File: src/verilog/key_wake_pkg.sv
// Constants for the key wake-up port pair
package key_wake_pkg;
	// ----------------------------------------
	// Register indices (byte address = 4 * index)
	// ----------------------------------------
	localparam logic [7:0] IDX_G_OUT    = 8'h24;
	localparam logic [7:0] IDX_H_OUT    = 8'h25;
	localparam logic [7:0] IDX_G_PINS   = 8'h26;
	localparam logic [7:0] IDX_H_PINS   = 8'h27;
	localparam logic [7:0] IDX_G_DIR    = 8'h28;
	localparam logic [7:0] IDX_H_DIR    = 8'h29;
	localparam logic [7:0] IDX_G_ENA    = 8'h2b;
	localparam logic [7:0] IDX_H_ENA    = 8'h2c;
	localparam logic [7:0] IDX_G_FLAGS  = 8'h2e;
	localparam logic [7:0] IDX_H_FLAGS  = 8'h2f;
	localparam int         ADDR_W       = 12;
	// ----------------------------------------
	// Fields and reset values
	// ----------------------------------------
	localparam int         BIT_SDA      = 6;
	localparam int         BIT_SCL      = 7;
	localparam int         BIT_I2C_EN   = 7;
	localparam logic [7:0] G_FLAG_MASK  = 8'h7f;
	localparam logic [7:0] G_ENA_MASK   = 8'h7f;
	localparam logic [7:0] RST_BYTE     = 8'h00;
	// ----------------------------------------
	// Stop filter timing
	// ----------------------------------------
	localparam int         CLK_HZ       = 20_000_000;
	localparam int         FILT_TICK_NS = 1000;
	localparam int         FILT_DIV     = (FILT_TICK_NS * (CLK_HZ / 1_000_000)) / 1000;
	localparam logic [1:0] VOTE_MIN     = 2'd2;
	typedef enum logic [1:0] {
		F_IDLE  = 2'b00,
		F_ONE   = 2'b01,
		F_TWO   = 2'b11,
		F_THREE = 2'b10
	} filt_state_t;
endpackage : key_wake_pkg

File: src/verilog/key_wake_port_pair.sv
// Two 8-bit ports with falling-edge key wake-up and an APB register slave
//
// Chosen here: register access over APB.
`timescale 1ns/1ps
module key_wake_port_pair
	import key_wake_pkg::*;
#(
	parameter int FILT_CYCLES = FILT_DIV
) (
	// Clock and reset
	input  wire logic                    clk,
	input  wire logic                    reset_n,
	// APB slave
	input  wire logic [key_wake_pkg::ADDR_W-1:0] paddr,
	input  wire logic                    psel,
	input  wire logic                    penable,
	input  wire logic                    pwrite,
	input  wire logic [31:0]             pwdata,
	output logic      [31:0]             prdata,
	output logic                         pready,
	output logic                         pslverr,
	// Port G pins
	input  wire logic [7:0]              port_g_in,
	output logic      [7:0]              port_g_out,
	output logic      [7:0]              port_g_oe,
	output logic      [7:0]              port_g_pull_up,
	output logic      [7:0]              port_g_pull_down,
	input  wire logic                    port_g_pull_select_pin,
	// Port H pins
	input  wire logic [7:0]              port_h_in,
	output logic      [7:0]              port_h_out,
	output logic      [7:0]              port_h_oe,
	output logic      [7:0]              port_h_pull_up,
	output logic      [7:0]              port_h_pull_down,
	input  wire logic                    port_h_pull_select_pin,
	// Low-power state and wake-up
	input  wire logic                    stop_mode,
	output logic                         wake_request,
	output logic                         stop_wake
);
	import key_wake_pkg::*;

	// ----------------------------------------
	// Registers
	// ----------------------------------------
	logic [7:0] g_out, h_out, g_dir, h_dir, g_ena, h_ena, g_flags, h_flags;
	logic [7:0] next_g_out, next_h_out, next_g_dir, next_h_dir;
	logic [7:0] next_g_ena, next_h_ena, next_g_flags, next_h_flags;
	logic [15:0] sync_a, sync_b, prev;
	logic [15:0] filt_pend, next_filt_pend;
	filt_state_t fstate, next_fstate;
	logic [1:0]  lows, next_lows;
	logic [15:0] tick_cnt, next_tick_cnt;
	logic        tick;
	logic [31:0] next_prdata;
	logic        next_pready, next_pslverr, next_wake, next_stop_wake;
	logic [7:0]  next_g_oe, next_h_oe, next_g_pout;
	logic [15:0] fall, set_run, set_stop, ena16;
	logic        start_seen, i2c_en, wr, rd, hit;
	logic [7:0]  idx, rdv, g_clr, h_clr;

	assign i2c_en = g_ena[BIT_I2C_EN];
	assign ena16  = {h_ena, g_ena & G_ENA_MASK};
	assign idx    = paddr[9:2];
	assign wr     = psel && penable && !pready && pwrite;
	assign rd     = psel && penable && !pready && !pwrite;

	// ----------------------------------------
	// Edge detection
	// ----------------------------------------
	// Pin levels are watched, not the output latch, so outputs wake too
	always_comb begin
		fall       = prev & ~sync_b;
		start_seen = fall[BIT_SDA] && sync_b[BIT_SCL];
		set_run    = fall & {8'hff, G_FLAG_MASK};
		if (i2c_en)
			set_run[BIT_SDA] = start_seen;
		if (stop_mode)
			set_run = '0;
	end

	// ----------------------------------------
	// Stop filter
	// ----------------------------------------
	// Shared by all pins: a second pulse inside one vote may merge with the first
	always_comb begin
		next_tick_cnt = tick_cnt + 16'd1;
		tick          = (tick_cnt == 16'(FILT_CYCLES - 1));
		if (tick || fstate == F_IDLE)
			next_tick_cnt = '0;
		next_fstate    = fstate;
		next_lows      = lows;
		next_filt_pend = filt_pend;
		set_stop       = '0;
		case (fstate)
			F_IDLE: begin
				next_lows = '0;
				if (stop_mode && |(fall & ena16)) begin
					next_filt_pend = fall & ena16;
					next_fstate    = F_ONE;
				end
			end
			F_ONE: if (tick) begin
				next_lows   = lows + 2'(|(~sync_b & ena16));
				next_fstate = F_TWO;
			end
			F_TWO: if (tick) begin
				next_lows   = lows + 2'(|(~sync_b & ena16));
				next_fstate = F_THREE;
			end
			F_THREE: if (tick) begin
				if (lows + 2'(|(~sync_b & ena16)) >= VOTE_MIN)
					set_stop = filt_pend;
				next_fstate    = F_IDLE;
				next_filt_pend = '0;
			end
			default: next_fstate = F_IDLE;
		endcase
		if (!stop_mode) begin
			next_fstate    = F_IDLE;
			next_filt_pend = '0;
		end
	end

	// ----------------------------------------
	// Register file and APB
	// ----------------------------------------
	always_comb begin
		hit = (paddr[1:0] == 2'b00) && (paddr[ADDR_W-1:10] == '0);
		case (idx)
			IDX_G_OUT:   rdv = g_out;
			IDX_H_OUT:   rdv = h_out;
			IDX_G_PINS:  rdv = sync_b[7:0];
			IDX_H_PINS:  rdv = sync_b[15:8];
			IDX_G_DIR:   rdv = g_dir;
			IDX_H_DIR:   rdv = h_dir;
			IDX_G_ENA:   rdv = g_ena;
			IDX_H_ENA:   rdv = h_ena;
			IDX_G_FLAGS: rdv = g_flags & G_FLAG_MASK;
			IDX_H_FLAGS: rdv = h_flags;
			default: begin
				rdv = RST_BYTE;
				hit = 1'b0;
			end
		endcase
		next_pready  = psel && penable && !pready;
		next_pslverr = next_pready && !hit;
		next_prdata  = (rd && hit) ? {24'h0, rdv} : '0;
		next_g_out = g_out;
		next_h_out = h_out;
		next_g_dir = g_dir;
		next_h_dir = h_dir;
		next_g_ena = g_ena;
		next_h_ena = h_ena;
		g_clr = '0;
		h_clr = '0;
		if (wr && hit) begin
			case (idx)
				IDX_G_OUT:   next_g_out = pwdata[7:0];
				IDX_H_OUT:   next_h_out = pwdata[7:0];
				IDX_G_DIR:   next_g_dir = pwdata[7:0];
				IDX_H_DIR:   next_h_dir = pwdata[7:0];
				IDX_G_ENA:   next_g_ena = pwdata[7:0];
				IDX_H_ENA:   next_h_ena = pwdata[7:0];
				IDX_G_FLAGS: g_clr = pwdata[7:0];
				IDX_H_FLAGS: h_clr = pwdata[7:0];
				default: ;
			endcase
		end
		// A new edge in the clearing cycle survives
		next_g_flags = ((g_flags & ~g_clr) | set_run[7:0] | set_stop[7:0])
			& G_FLAG_MASK;
		next_h_flags = (h_flags & ~h_clr) | set_run[15:8] | set_stop[15:8];
	end

	// ----------------------------------------
	// Pin drivers and wake outputs
	// ----------------------------------------
	always_comb begin
		next_g_oe   = next_g_dir;
		next_h_oe   = next_h_dir;
		next_g_pout = next_g_out;
		if (next_g_ena[BIT_I2C_EN]) begin
			// Only ever pulls low, so other drivers may share the line
			next_g_oe[BIT_SDA]   = next_g_dir[BIT_SDA] && !next_g_out[BIT_SDA];
			next_g_oe[BIT_SCL]   = next_g_dir[BIT_SCL] && !next_g_out[BIT_SCL];
			next_g_pout[BIT_SDA] = 1'b0;
			next_g_pout[BIT_SCL] = 1'b0;
		end
		next_wake = |({next_h_flags, next_g_flags} & {next_h_ena, next_g_ena & G_ENA_MASK});
		// Level path: holds the request while the clock may be stopped
		next_stop_wake = stop_mode && |(~port_h_in & h_ena | ~port_g_in & ena16[7:0]);
	end

	always_ff @(posedge clk) begin
		if (!reset_n) begin
			g_out <= RST_BYTE;
			h_out <= RST_BYTE;
			g_dir <= RST_BYTE;
			h_dir <= RST_BYTE;
			g_ena <= RST_BYTE;
			h_ena <= RST_BYTE;
			g_flags <= RST_BYTE;
			h_flags <= RST_BYTE;
			// Chain keeps sampling so a pin held low at release is no edge
			sync_a <= {port_h_in, port_g_in};
			sync_b <= sync_a;
			prev <= sync_b;
			fstate <= F_IDLE;
			lows <= '0;
			filt_pend <= '0;
			tick_cnt <= '0;
			prdata <= '0;
			pready <= 1'b0;
			pslverr <= 1'b0;
			port_g_out <= RST_BYTE;
			port_h_out <= RST_BYTE;
			port_g_oe <= RST_BYTE;
			port_h_oe <= RST_BYTE;
			port_g_pull_up <= RST_BYTE;
			port_g_pull_down <= RST_BYTE;
			port_h_pull_up <= RST_BYTE;
			port_h_pull_down <= RST_BYTE;
			wake_request <= 1'b0;
			stop_wake <= 1'b0;
		end else begin
			g_out <= next_g_out;
			h_out <= next_h_out;
			g_dir <= next_g_dir;
			h_dir <= next_h_dir;
			g_ena <= next_g_ena;
			h_ena <= next_h_ena;
			g_flags <= next_g_flags;
			h_flags <= next_h_flags;
			sync_a <= {port_h_in, port_g_in};
			sync_b <= sync_a;
			prev <= sync_b;
			fstate <= next_fstate;
			lows <= next_lows;
			filt_pend <= next_filt_pend;
			tick_cnt <= next_tick_cnt;
			prdata <= next_prdata;
			pready <= next_pready;
			pslverr <= next_pslverr;
			port_g_out <= next_g_pout;
			port_h_out <= next_h_out;
			port_g_oe <= next_g_oe;
			port_h_oe <= next_h_oe;
			port_g_pull_up <= {8{port_g_pull_select_pin}};
			port_g_pull_down <= {8{!port_g_pull_select_pin}};
			port_h_pull_up <= {8{port_h_pull_select_pin}};
			port_h_pull_down <= {8{!port_h_pull_select_pin}};
			wake_request <= next_wake;
			stop_wake <= next_stop_wake;
		end
	end
endmodule : key_wake_port_pair

File: config.mk
export PLATFORM = sky130hd
export DESIGN_NAME = key_wake_port_pair
export DESIGN_NICKNAME = d
export VERILOG_FILES = /design/src/verilog/key_wake_pkg.sv /design/src/verilog/key_wake_port_pair.sv
export SDC_FILE = /design/constraint.sdc
export NUM_CORES = 1
export LEC_CHECK = 0
export BUFFER_PORTS_ARGS = -buffer_cell sky130_fd_sc_hd__clkbuf_2
export CAP_MARGIN = 10
export CORE_ASPECT_RATIO = 0.8
export CORE_MARGIN = 1.5
export CORE_UTILIZATION = 57
export DETAILED_ROUTE_END_ITERATION = 7
export PLACE_DENSITY_LB_ADDON = 0.05
export SYNTH_ARGS = -nofsm -noshare
export SYNTH_HDL_FRONTEND = slang
export SYNTH_SLANG_ARGS = --single-unit
File: constraint.sdc
create_clock -name clk -period 9.3 [get_ports clk]
set_clock_uncertainty 0.1 [all_clocks]
set_input_delay 1.86 -clock clk [delete_from_list [all_inputs] [get_ports clk]]
set_output_delay 1.86 -clock clk [all_outputs]
set_load 0.02 [all_outputs]
==> metrics.md, run 1 <==
| Metric | Value |
|---|---|
| Status | `complete, no violations` |
| Largest net degree at the start of global routing | `56` |
| Area of the multi-input gates | `between 2000 and 3000 sq um` |
| Post-CTS Hold Fix Bufs | `0` |
| Die footprint | `12700 sq um` |
| Total area of sequential cells | `3300 sq um` |
| Critical path arrival | `around 4.8 ns` |
| Worst Hold Path Cells | `0` |
| Final Max Slew Viols | `0` |
| Synth Register Bits | `between 150 and 200` |
| DP HPWL | `about 13000 um` |
| DRC Markers | `0` |
| Vias post-DR | `around 5900` |
| Pleak | `2.98 nW` |
| CORE AREA | `between 10000 and 15000 sq um` |
| Min-delay src | `sync_a[15]` |
| Grt ovf | `0` |
| Fillers | `987` |
| Setup slack, reg-to-reg | `6.03 ns` |
| Async set-reset flop share out of synthesis | `0` |
| Routed Antenna Nets | `0` |
| WP data required | `9.47 ns` |
| MaxCap Viol Count | `0` |
| WS Path Type | `input port to register` |
| DIE HEIGHT | `approximately 100 um` |
| RR Startpoint | `pready` |
| Top_reg_cell synth | `dfxtp_1` |
| Slew of the pin with the lowest slew margin | `approximately 1.2 ns` |
| Max rail drop VDD | `between 0.1 and 0.15 mV` |
| CP Launch Type | `input port` |
| RR Endpoint | `wake_request` |
| Vias in the first global route | `between 5000 and 6000` |
| Starting density of the core | `0.591` |
| Port bufs | `about 120` |
| Unrepaired setup endpoints after global routing | `no` |
| Horiz. Die Dim | `approximately 130 um` |
| Iteration-0 DRC Markers | `between 600 and 700` |
| CTS tree | `yes` |
| Antenna violations before repair | `0` |
| Final Wtd Congestion | `0.888` |
| Clock sink count | `roughly 170` |
| H-tree Lvls | `4` |
| Post-synthesis cell type count | `52` |
| Worst skew pair latency | `between 0.4 and 0.5 ns` |
| Post-DR wirelength/cell | `18.1 um` |
| Final nets | `between 900 and 1000` |
| Bufs on Longest Clock Path | `2` |
| Ports | `168` |
| Gr usage total | `0.280` |
| Setup Viol. Count Final | `0` |
| Setup TNS | `0 ns` |
| Clock transition at the registers of the reported paths | `0.06 ns` |
| Layout cells sized above 1 | `0.201` |
| Post-Syn Area per Cell | `about 9.0 sq um` |
| Seq/Total Area, Yosys | `0.482` |
| Cell area after synthesis | `6860 sq um` |
| Yosys Warn Count | `0` |
| Area grow syn2layout | `12.5%` |
| Gr busiest metal | `met2` |
| Num CTS Buffers | `17` |
| Number of synthesized flops with an enable pin | `0` |
| Met1 Track Usage GR | `0.389` |
| Row cnt | `35` |
| Relative slew slack | `0.218` |
| Pre-Repair DR Iteration Count | `5` |
| Crit. End Element | `register` |
| Power Density | `about 190 nW/um^2` |
| Post-Place Cells | `just under 1000` |
| Met3 Usage GRT | `0.0674` |
| Final wirelength | `17900 um` |
| CTS resizes | `0` |
| First-pass GRT wire length | `between 20000 and 30000 um` |
| Crit path max fanout | `8` |
| Fin. Hold Viols | `0` |
| Cells after Synth | `between 700 and 800` |
| Part of the cycle the worst path needs | `0.498` |
| Post-CTS Setup Bufs | `0` |
| Met2 usage in global routing | `0.441` |
| Hold_ws | `0.225 ns` |
| Terminating pin of the worst hold path | `sync_b[15]` |
| Max frequency | `216 MHz` |
| Reg2reg path depth | `7` |
| Antenna cell count | `0` |
| Fin cells | `between 900 and 1000` |
| Final core utilization | `0.665` |
| Final Critical Period | `about 4.6 ns` |
| Root buf cell | `clkbuf_16` |
| Worst hold path class | `register to register` |
| Vias per inst | `5.96` |
flip-flops by register name (all words and copies together), names as in the netlist, 15 cells and up:
signal,cells
filt_pend,15
sync_a,16
prev,15
tick_cnt,16
sync_b,16
cells by family after synthesis:
logic type / Yosys count / synth area share
buffers and inverters: 124 / 0.103
and+or+nand+nor: 283 / 0.212
other: 1 / 0.000547
adders and majority gates: 2 / 0.00365
AOI/OAI and AO/OA: 153 / 0.147
muxes: 24 / 0.0365
xor gates and xnor gates: 12 / 0.0153
DFF: 165 / 0.482
cell type report:
type,instances,area share
inverters,24,0.0117
multi-input cells,498,0.382
well taps,148,0.0240
clock buffers,21,0.0609
clock inverters,10,0.00973
repair buffers,126,0.0840
flip-flops and latches,165,0.428
routing by layer:
layer | vias to the layer above | wire length [um]
met5 | - | 0
met4 | 0 | 246
met3 | 22 | 1420
met2 | 273 | 8020
met1 | 2855 | 8270
li1 | 2762 | -
worst max-delay path: stages:
cell	delay, ns
clkbuf_2	0.08
or4_1	0.73
nor4_2	0.89
nand2_1	0.14
a221oi_1	0.46
o22ai_1	0.20
a211oi_1	0.32
a31oi_1	0.13
through the flow:
stage | cell area, sq um | power [mW] | setup WS, ns
2_1_floorplan | 6950 | 0.811 | 4.96
3_3_place_gp | 7170 | 0.825 | 4.42
3_5_place_dp | 7170 | 0.826 | 4.35
4_1_cts | 7720 | 1.46 | 4.76
5_1_grt | 7720 | 1.50 | 4.58
6_report | 7720 | 1.46 | 4.66
placed cells by master (no fill, tap or decap), types with 8 or more instances in the layout:
master,synthesis,layout
conb_1,1,24
nand4b_1,11,11
o22ai_1,16,16
o21ai_0,13,13
a21oi_1,46,46
mux2i_1,16,16
clkbuf_2,0,119
dfxtp_1,165,165
a31oi_1,11,11
clkbuf_16,0,17
a22oi_1,32,32
nor2_1,73,73
and2_1,8,8
a221oi_1,23,23
nand2_1,88,88
inv_1,23,23
nor3b_1,16,16
nand3_1,29,29
worst max-delay path by stage:
stage / startpoint / endpoint / depth (start not counted)
6_report: paddr[1] / wake_request / 8
5_1_grt: paddr[6] / wake_request / 8
4_1_cts: paddr[1] / wake_request / 8
3_5_place_dp: paddr[1] / wake_request / 8
3_3_place_gp: paddr[1] / wake_request / 8
2_1_floorplan: paddr[6] / wake_request / 9
cell usage after synthesis (3+ instances only):
cell type | number | area share
or4_1 | 4 | 0.0044
nand2b_1 | 4 | 0.0036
dfxtp_1 | 165 | 0.48
mux2i_1 | 16 | 0.023
nand4_1 | 6 | 0.0055
a21oi_1 | 46 | 0.034
nor2_1 | 73 | 0.040
a221oi_1 | 23 | 0.029
and2_1 | 8 | 0.0073
a22oi_1 | 32 | 0.035
inv_1 | 23 | 0.013
nor2b_1 | 3 | 0.0027
nand3_1 | 29 | 0.021
a31oi_1 | 11 | 0.010
nand3b_1 | 7 | 0.0077
nor3_1 | 4 | 0.0029
o21ai_0 | 13 | 0.0095
xnor2_1 | 6 | 0.0077
and3b_1 | 7 | 0.0089
clkbuf_1 | 32 | 0.018
or3_1 | 5 | 0.0046
nand4b_1 | 11 | 0.014
xor2_1 | 6 | 0.0077
mux2_2 | 6 | 0.0098
nor4_2 | 3 | 0.0055
nor4_1 | 5 | 0.0046
buf_2 | 3 | 0.0022
nor3b_1 | 16 | 0.018
nand2_1 | 88 | 0.048
o22ai_1 | 16 | 0.015
nor4b_1 | 3 | 0.0038
buf_4 | 64 | 0.070
report_power, final:
| group | total (mW) | leakage [nW] | switching, mW | internal, mW |
|---|---|---|---|---|
| logic | 0.0778 | 1.37 | 0.0536 | 0.0242 |
| clock network | 0.644 | 0.258 | 0.282 | 0.362 |
| registers | 0.735 | 1.35 | 0.0124 | 0.722 |
| total | 1.46 | 2.98 | 0.348 | 1.11 |
Power figures use the tool's default switching activity.
==> run 2, diff against run 1 <==
--- a/config.mk
+++ b/config.mk
@@ -9,7 +9,7 @@
 export CAP_MARGIN = 10
 export CORE_ASPECT_RATIO = 0.8
 export CORE_MARGIN = 1.5
-export CORE_UTILIZATION = 57
+export CORE_UTILIZATION = 48
 export DETAILED_ROUTE_END_ITERATION = 7
 export PLACE_DENSITY_LB_ADDON = 0.05
 export SYNTH_ARGS = -nofsm -noshare
==> constraint.sdc (replaced) <==
create_clock -name clk -period 4.2 [get_ports clk]
set_clock_uncertainty 0.1 [all_clocks]
set_input_delay 0.84 -clock clk [delete_from_list [all_inputs] [get_ports clk]]
set_output_delay 0.84 -clock clk [all_outputs]
set_load 0.02 [all_outputs]
==> run 2 against run 1 <==
Die area increased by 18%. Sequential share of layout area decreased by 0.54 points. Sequential cell count unchanged. Setup slack got worse by 3.8 ns. First-iteration DRC count decreased by 3.6%. Routed wire length increased by 4.4%. Register-to-register slack got worse by 5.0 ns. Clock power increased by 120%. Worst hold slack improved by 0.0017 ns. Combinational power increased by 120%. Critical path depth unchanged.
==> metrics.md, run 2 (same netlist as run 1, synthesis figures left out) <==
| Metric | Value |
|---|---|
| Fin. Hold Viols | `0` |
| Root buf cell | `clkbuf_16` |
| CORE AREA | `13700 sq um` |
| Setup Viol. Count Final | `0` |
| Final wirelength | `between 15000 and 20000 um` |
| Ports | `approximately 170` |
| Antenna violations before repair | `0` |
| Layout cells sized above 1 | `0.208` |
| Area grow syn2layout | `14.0%` |
| Clock sink count | `about 170` |
| Port bufs | `approximately 120` |
| Num CTS Buffers | `17` |
| Unrepaired setup endpoints after global routing | `no` |
| Post-CTS Setup Bufs | `0` |
| Clock transition at the registers of the reported paths | `roughly 0.06 ns` |
| First-pass GRT wire length | `~28000 um` |
| CP Capture Point | `wake_request` |
| Worst hold path class | `register to register` |
| Power Density | `413 nW/um^2` |
| Final Critical Period | `around 3.3 ns` |
| RR Startpoint | `sync_b[3]` |
| Final Max Slew Viols | `0` |
| Iteration-0 DRC Markers | `roughly 580` |
| Setup TNS | `0 ns` |
| Bufs on Longest Clock Path | `2` |
| Routed Antenna Nets | `0` |
| Clk pwr share | `0.443` |
| CTS resizes | `0` |
| WS Path Type | `input port to register` |
| Commonest non-fill, non-tap cell in the layout | `dfxtp_1` |
| Sequential power share | `0.503` |
| Most frequent cells in the layout | `dfxtp_1 (165), clkbuf_2 (119), nand2_1 (88)` |
| Final Wtd Congestion | `roughly 0.9` |
| Final nets | `about 900` |
| Vias post-DR | `about 6000` |
| H-tree Lvls | `4` |
| Total area of sequential cells | `between 3000 and 4000 sq um` |
| Worst Hold Path Cells | `0` |
| DP HPWL | `13800 um` |
| Start point of the critical path | `paddr[6]` |
| Starting density of the core | `0.499` |
| Max rail drop VDD | `roughly 0.33 mV` |
| Row cnt | `38` |
| Slew of the pin with the lowest slew margin | `between 0.8 and 0.9 ns` |
| Switching share of power | `0.244` |
| Post-DR wirelength/cell | `between 15 and 20 um` |
| Grt ovf | `0` |
| Int Pwr | `about 2.4 mW` |
| Die footprint | `between 15000 and 20000 sq um` |
| DRC Markers | `0` |
| Crit. End Element | `register` |
| Area of the multi-input gates | `between 2000 and 3000 sq um` |
| Gr usage total | `0.253` |
| Largest stage delay on the critical path | `between 0.6 and 0.7 ns` |
| Antenna cell count | `0` |
| Crit path max fanout | `6` |
| RR Endpoint | `wake_request` |
| Final total power | `approximately 3.2 mW` |
| WP data required | `4.41 ns` |
| Pleak | `3.02 nW` |
| Status | `complete, no violations` |
| Largest net degree at the start of global routing | `48` |
| Pre-Repair DR Iteration Count | `6` |
| CP Launch Type | `input port` |
| Setup slack, reg-to-reg | `between 1 and 1.5 ns` |
| Max frequency | `~300 MHz` |
| Combinational fraction of design power | `0.054` |
| Part of the cycle the worst path needs | `0.794` |
| Critical path arrival | `~3.6 ns` |
| Relative slew slack | `0.405` |
| Worst skew pair latency | `between 0.4 and 0.5 ns` |
| DIE HEIGHT | `110 um` |
| Switching power of the nets | `just under 800 uW` |
| Post-CTS Hold Fix Bufs | `0` |
| Vias in the first global route | `approximately 5300` |
| Fillers | `about 1300` |
| Critical path cell sequence | `clkbuf_2, or4b_1, or3_1, nor4_4, mux2i_1, o2bb2ai_1, nor4_1, a31oi_1` |
| Horiz. Die Dim | `137 um` |
| Vias per inst | `about 5.7` |
| Reg2reg path depth | `11` |
| CTS tree | `yes` |
| CP max stage cell | `or4b_1` |
| MaxCap Viol Count | `0` |
| Top Registers | `sync_a: 16 flops, sync_b: 16 flops, tick_cnt: 16 flops` |
## run 2: power groups by stage
stage          logic, mW  registers [mW]  clock network [mW]
6_report           0.174            1.63                1.43
5_1_grt            0.188            1.63                1.51
4_1_cts            0.173            1.63                1.45
3_5_place_dp       0.173            1.66                   0
3_3_place_gp       0.172            1.66                   0
2_1_floorplan      0.142            1.65                   0
## run 2: layer usage
| metal | share of wire | track usage | wire (um) | vias to the layer above |
|---|---|---|---|---|
| met5 | 0 | 0 | 0 | - |
| met4 | 0.014 | 0.0927 | 269 | 0 |
| met3 | 0.083 | 0.0590 | 1550 | 23 |
| met2 | 0.43 | 0.375 | 8120 | 256 |
| met1 | 0.47 | 0.358 | 8800 | 2815 |
| li1 | - | - | - | 2776 |
## run 2: worst max-delay path, delay by kind of cell
family                 cells  cell delay, ns
AO/OA/AOI/OAI              2            0.24
AND/OR/NAND/NOR            4            1.91
buffers and inverters      1            0.09
multiplexers               1            0.45
## run 2: final cells by class
cell class	count	share of cell area
clock buffer	22	0.0594
inverter	24	0.0115
clock inverter	10	0.00928
timing repair buffer	135	0.0915
sequential	165	0.423
multi-input combinational	498	0.377
tap	180	0.0288
## run 2: metrics by stage
stage / cell area, sq um / cells / hold slack, ns / setup slack, ns / util
after floorplan: 6950 / 787 / 0.210 / 0.882 / -
after global placement: 7270 / 1001 / 0.211 / 0.563 / 0.529
after detailed placement: 7270 / 1001 / 0.212 / 0.506 / 0.529
after CTS: 7810 / 1033 / 0.227 / 0.947 / 0.568
after global routing: 7820 / 1034 / 0.230 / 0.738 / 0.569
final: 7820 / 1034 / 0.227 / 0.865 / 0.569
## run 2: worst min-delay path by stage
stage | start | end | slack (ns)
finish | sync_a[0] | sync_b[0] | 0.23
global placement | sync_a[8] | sync_b[8] | 0.21
floorplan | sync_a[0] | sync_b[0] | 0.21
CTS | sync_a[8] | sync_b[8] | 0.23
global route | sync_a[6] | sync_b[6] | 0.23
detailed placement | sync_a[9] | sync_b[9] | 0.21
==> run 3, diff against run 2 <==
==> constraint.sdc (replaced) <==
create_clock -name clk -period 2.65 [get_ports clk]
set_clock_uncertainty 0.1 [all_clocks]
set_input_delay 0.53 -clock clk [delete_from_list [all_inputs] [get_ports clk]]
set_output_delay 0.53 -clock clk [all_outputs]
set_load 0.02 [all_outputs]
==> run 3 against run 2 <==
Die area unchanged. Non-clock buffer count up 100. First-iteration DRC count down 8.2%. Core utilization is 7.1 points higher. Final cell count increased by 9.5%. Via count is 8.0% higher. Register-to-register slack worse by 1.0 ns. Global-route usage increased by 3.0 points. Routed wire length is 11% higher. Combinational power increased by 100%. Setup slack got worse by 0.86 ns.
==> metrics.md, run 3 (same netlist as run 1, synthesis figures left out) <==
| Metric | Value |
|---|---|
| Crit. End Element | `register` |
| Iteration-0 DRC Markers | `roughly 540` |
| Clock transition at the registers of the reported paths | `approximately 0.060 ns` |
| Bufs on Longest Clock Path | `2` |
| Ports | `roughly 170` |
| Final Wtd Congestion | `around 0.94` |
| CORE AREA | `13700 sq um` |
| Fin. Hold Viols | `0` |
| DRC Markers | `0` |
| Die footprint | `between 15000 and 20000 sq um` |
| Max frequency | `about 380 MHz` |
| Starting density of the core | `0.499` |
| Row cnt | `38` |
| Critical path cell sequence | `clkbuf_2, or4b_1, or3_1, nor4_4, buf_4, mux2i_1, o22ai_1, a211oi_2, a31oi_1` |
| DIE HEIGHT | `~110 um` |
| CP max stage cell | `or4b_1` |
| DP HPWL | `15400 um` |
| First-pass GRT wire length | `about 32000 um` |
| Final nets | `around 1000` |
| Max rail drop VDD | `~0.45 mV` |
| Switching share of power | `0.225` |
| Pleak | `between 3 and 4 nW` |
| Crit path max fanout | `6` |
| Vias in the first global route | `between 6000 and 7000` |
| Largest stage delay on the critical path | `about 0.64 ns` |
| Final Max Slew Viols | `0` |
| Horiz. Die Dim | `~140 um` |
| Worst skew pair latency | `between 0.4 and 0.5 ns` |
| Fin cells | `approximately 1100` |
| Vias per inst | `between 5 and 6` |
| Post-CTS Hold Fix Bufs | `0` |
| Switching power of the nets | `between 1 and 1.5 mW` |
| Routed Antenna Nets | `0` |
| Clk pwr share | `0.468` |
| CP Launch Type | `input port` |
| Layout cells sized above 1 | `0.307` |
| Part of the cycle the worst path needs | `0.999` |
| Antenna cell count | `0` |
| Unrepaired setup endpoints after global routing | `yes` |
| Post-DR wirelength/cell | `around 18 um` |
| Pre-Repair DR Iteration Count | `7` |
| Area grow syn2layout | `28.2%` |
| Status | `complete, no violations` |
| WS Path Type | `input port to register` |
| Final Critical Period | `around 2.6 ns` |
| Antenna violations before repair | `0` |
| Sequential power share | `0.468` |
| Gr usage total | `0.283` |
| Critical path arrival | `around 2.9 ns` |
| Clock sink count | `roughly 170` |
| Num CTS Buffers | `17` |
| H-tree Lvls | `4` |
| Worst Hold Path Cells | `1` |
| Power Density | `~630 nW/um^2` |
| Final wirelength | `between 20000 and 25000 um` |
| WP data required | `2.85 ns` |
| Combinational fraction of design power | `0.064` |
| Most frequent cells in the layout | `dfxtp_1 (164), clkbuf_2 (119), buf_4 (113)` |
| Largest net degree at the start of global routing | `32` |
| Top Registers | `sync_a: 16 flops, sync_b: 16 flops, tick_cnt: 16 flops` |
| Port bufs | `119` |
| Commonest non-fill, non-tap cell in the layout | `dfxtp_1` |
| MaxCap Viol Count | `0` |
| CTS tree | `yes` |
| Setup Viol. Count Final | `0` |
| Int Pwr | `4.26 mW` |
| Grt ovf | `0` |
| Final total power | `between 5 and 6 mW` |
| Vias post-DR | `6339` |
| Post-Place Cells | `1101` |
| Root buf cell | `clkbuf_16` |
| Worst hold path class | `input port to register` |
| Reg2reg path depth | `12` |
[run 3: cell types whose count changed in the layout (fill, tap and decap cells not counted), moves of 2 or more]
cell	previous run	this run
buf_4	16	113
a221oi_1	23	13
a221oi_2	0	7
bufinv_16	0	4
a221oi_4	0	3
buf_12	0	3
clkinv_2	3	1
clkinvlp_4	3	1
inv_1	23	21
inv_2	1	3
inv_6	3	1
[run 3: worst max-delay path: cells and delay by family]
kind / cells / cell delay (ns)
mux: 1 / 0.27
buf+inv: 2 / 0.31
simple gates: 3 / 1.20
compound gates: 3 / 0.53
[run 3: area by class of cell]
| class | instances | area, sq um |
|---|---|---|
| Sequential cell | 165 | 3300 |
| Clock buffer | 22 | 454 |
| Multi-Input combinational cell | 498 | 3060 |
| Fill cell | 1192 | 4950 |
| Timing Repair Buffer | 235 | 1500 |
| Tap cell | 180 | 225 |
| Clock inverter | 8 | 150 |
| Inverter | 24 | 90.1 |
[run 3: stage by stage]
stage | area (sq um) | setup TNS [ns] | worst slack (ns) | util | hold WS [ns]
floorplan | 6950 | -0.374 | -0.358 | - | 0.210
global placement | 8060 | -3.38 | -0.374 | 0.587 | 0.211
detailed placement | 8060 | -5.04 | -0.411 | 0.587 | 0.212
CTS | 8750 | -0.0107 | -0.0107 | 0.637 | 0.0843
global route | 8790 | -0.166 | -0.166 | 0.640 | 0.0820
finish | 8790 | 0 | 0.00366 | 0.640 | 0.0955
[run 3: repair_timing]
action                     in CTS  in global routing
setup endpoints to repair       1                  1
pin swaps                       6                  4
resized for setup              17                  3
setup buffers                   0                  0
[run 3: worst paths after layout]
path                                   start            to  slack (ns)
worst max-delay path                paddr[6]  wake_request       0.004
worst min-delay path            port_g_in[7]     sync_a[7]         0.1
worst max register to register      g_ena[5]  wake_request        0.01
worst min register to register     sync_a[0]     sync_b[0]        0.22
[run 3: metal layers]
layer	GRT usage	up-vias	routed length [um]
met3	0.0567	26	1640
met5	0	-	0
met2	0.435	285	9170
met1	0.401	3060	9590
li1	-	2968	-
met4	0.0843	0	310
[run 3: power by group through the flow]
| stage | registers (mW) | logic (mW) | clock network [mW] |
|---|---|---|---|
| 2_1_floorplan | 2.62 | 0.225 | 0 |
| 3_3_place_gp | 2.62 | 0.333 | 0 |
| 3_5_place_dp | 2.62 | 0.336 | 0 |
| 4_1_cts | 2.57 | 0.343 | 2.61 |
| 5_1_grt | 2.57 | 0.375 | 2.71 |
| 6_report | 2.57 | 0.352 | 2.57 |
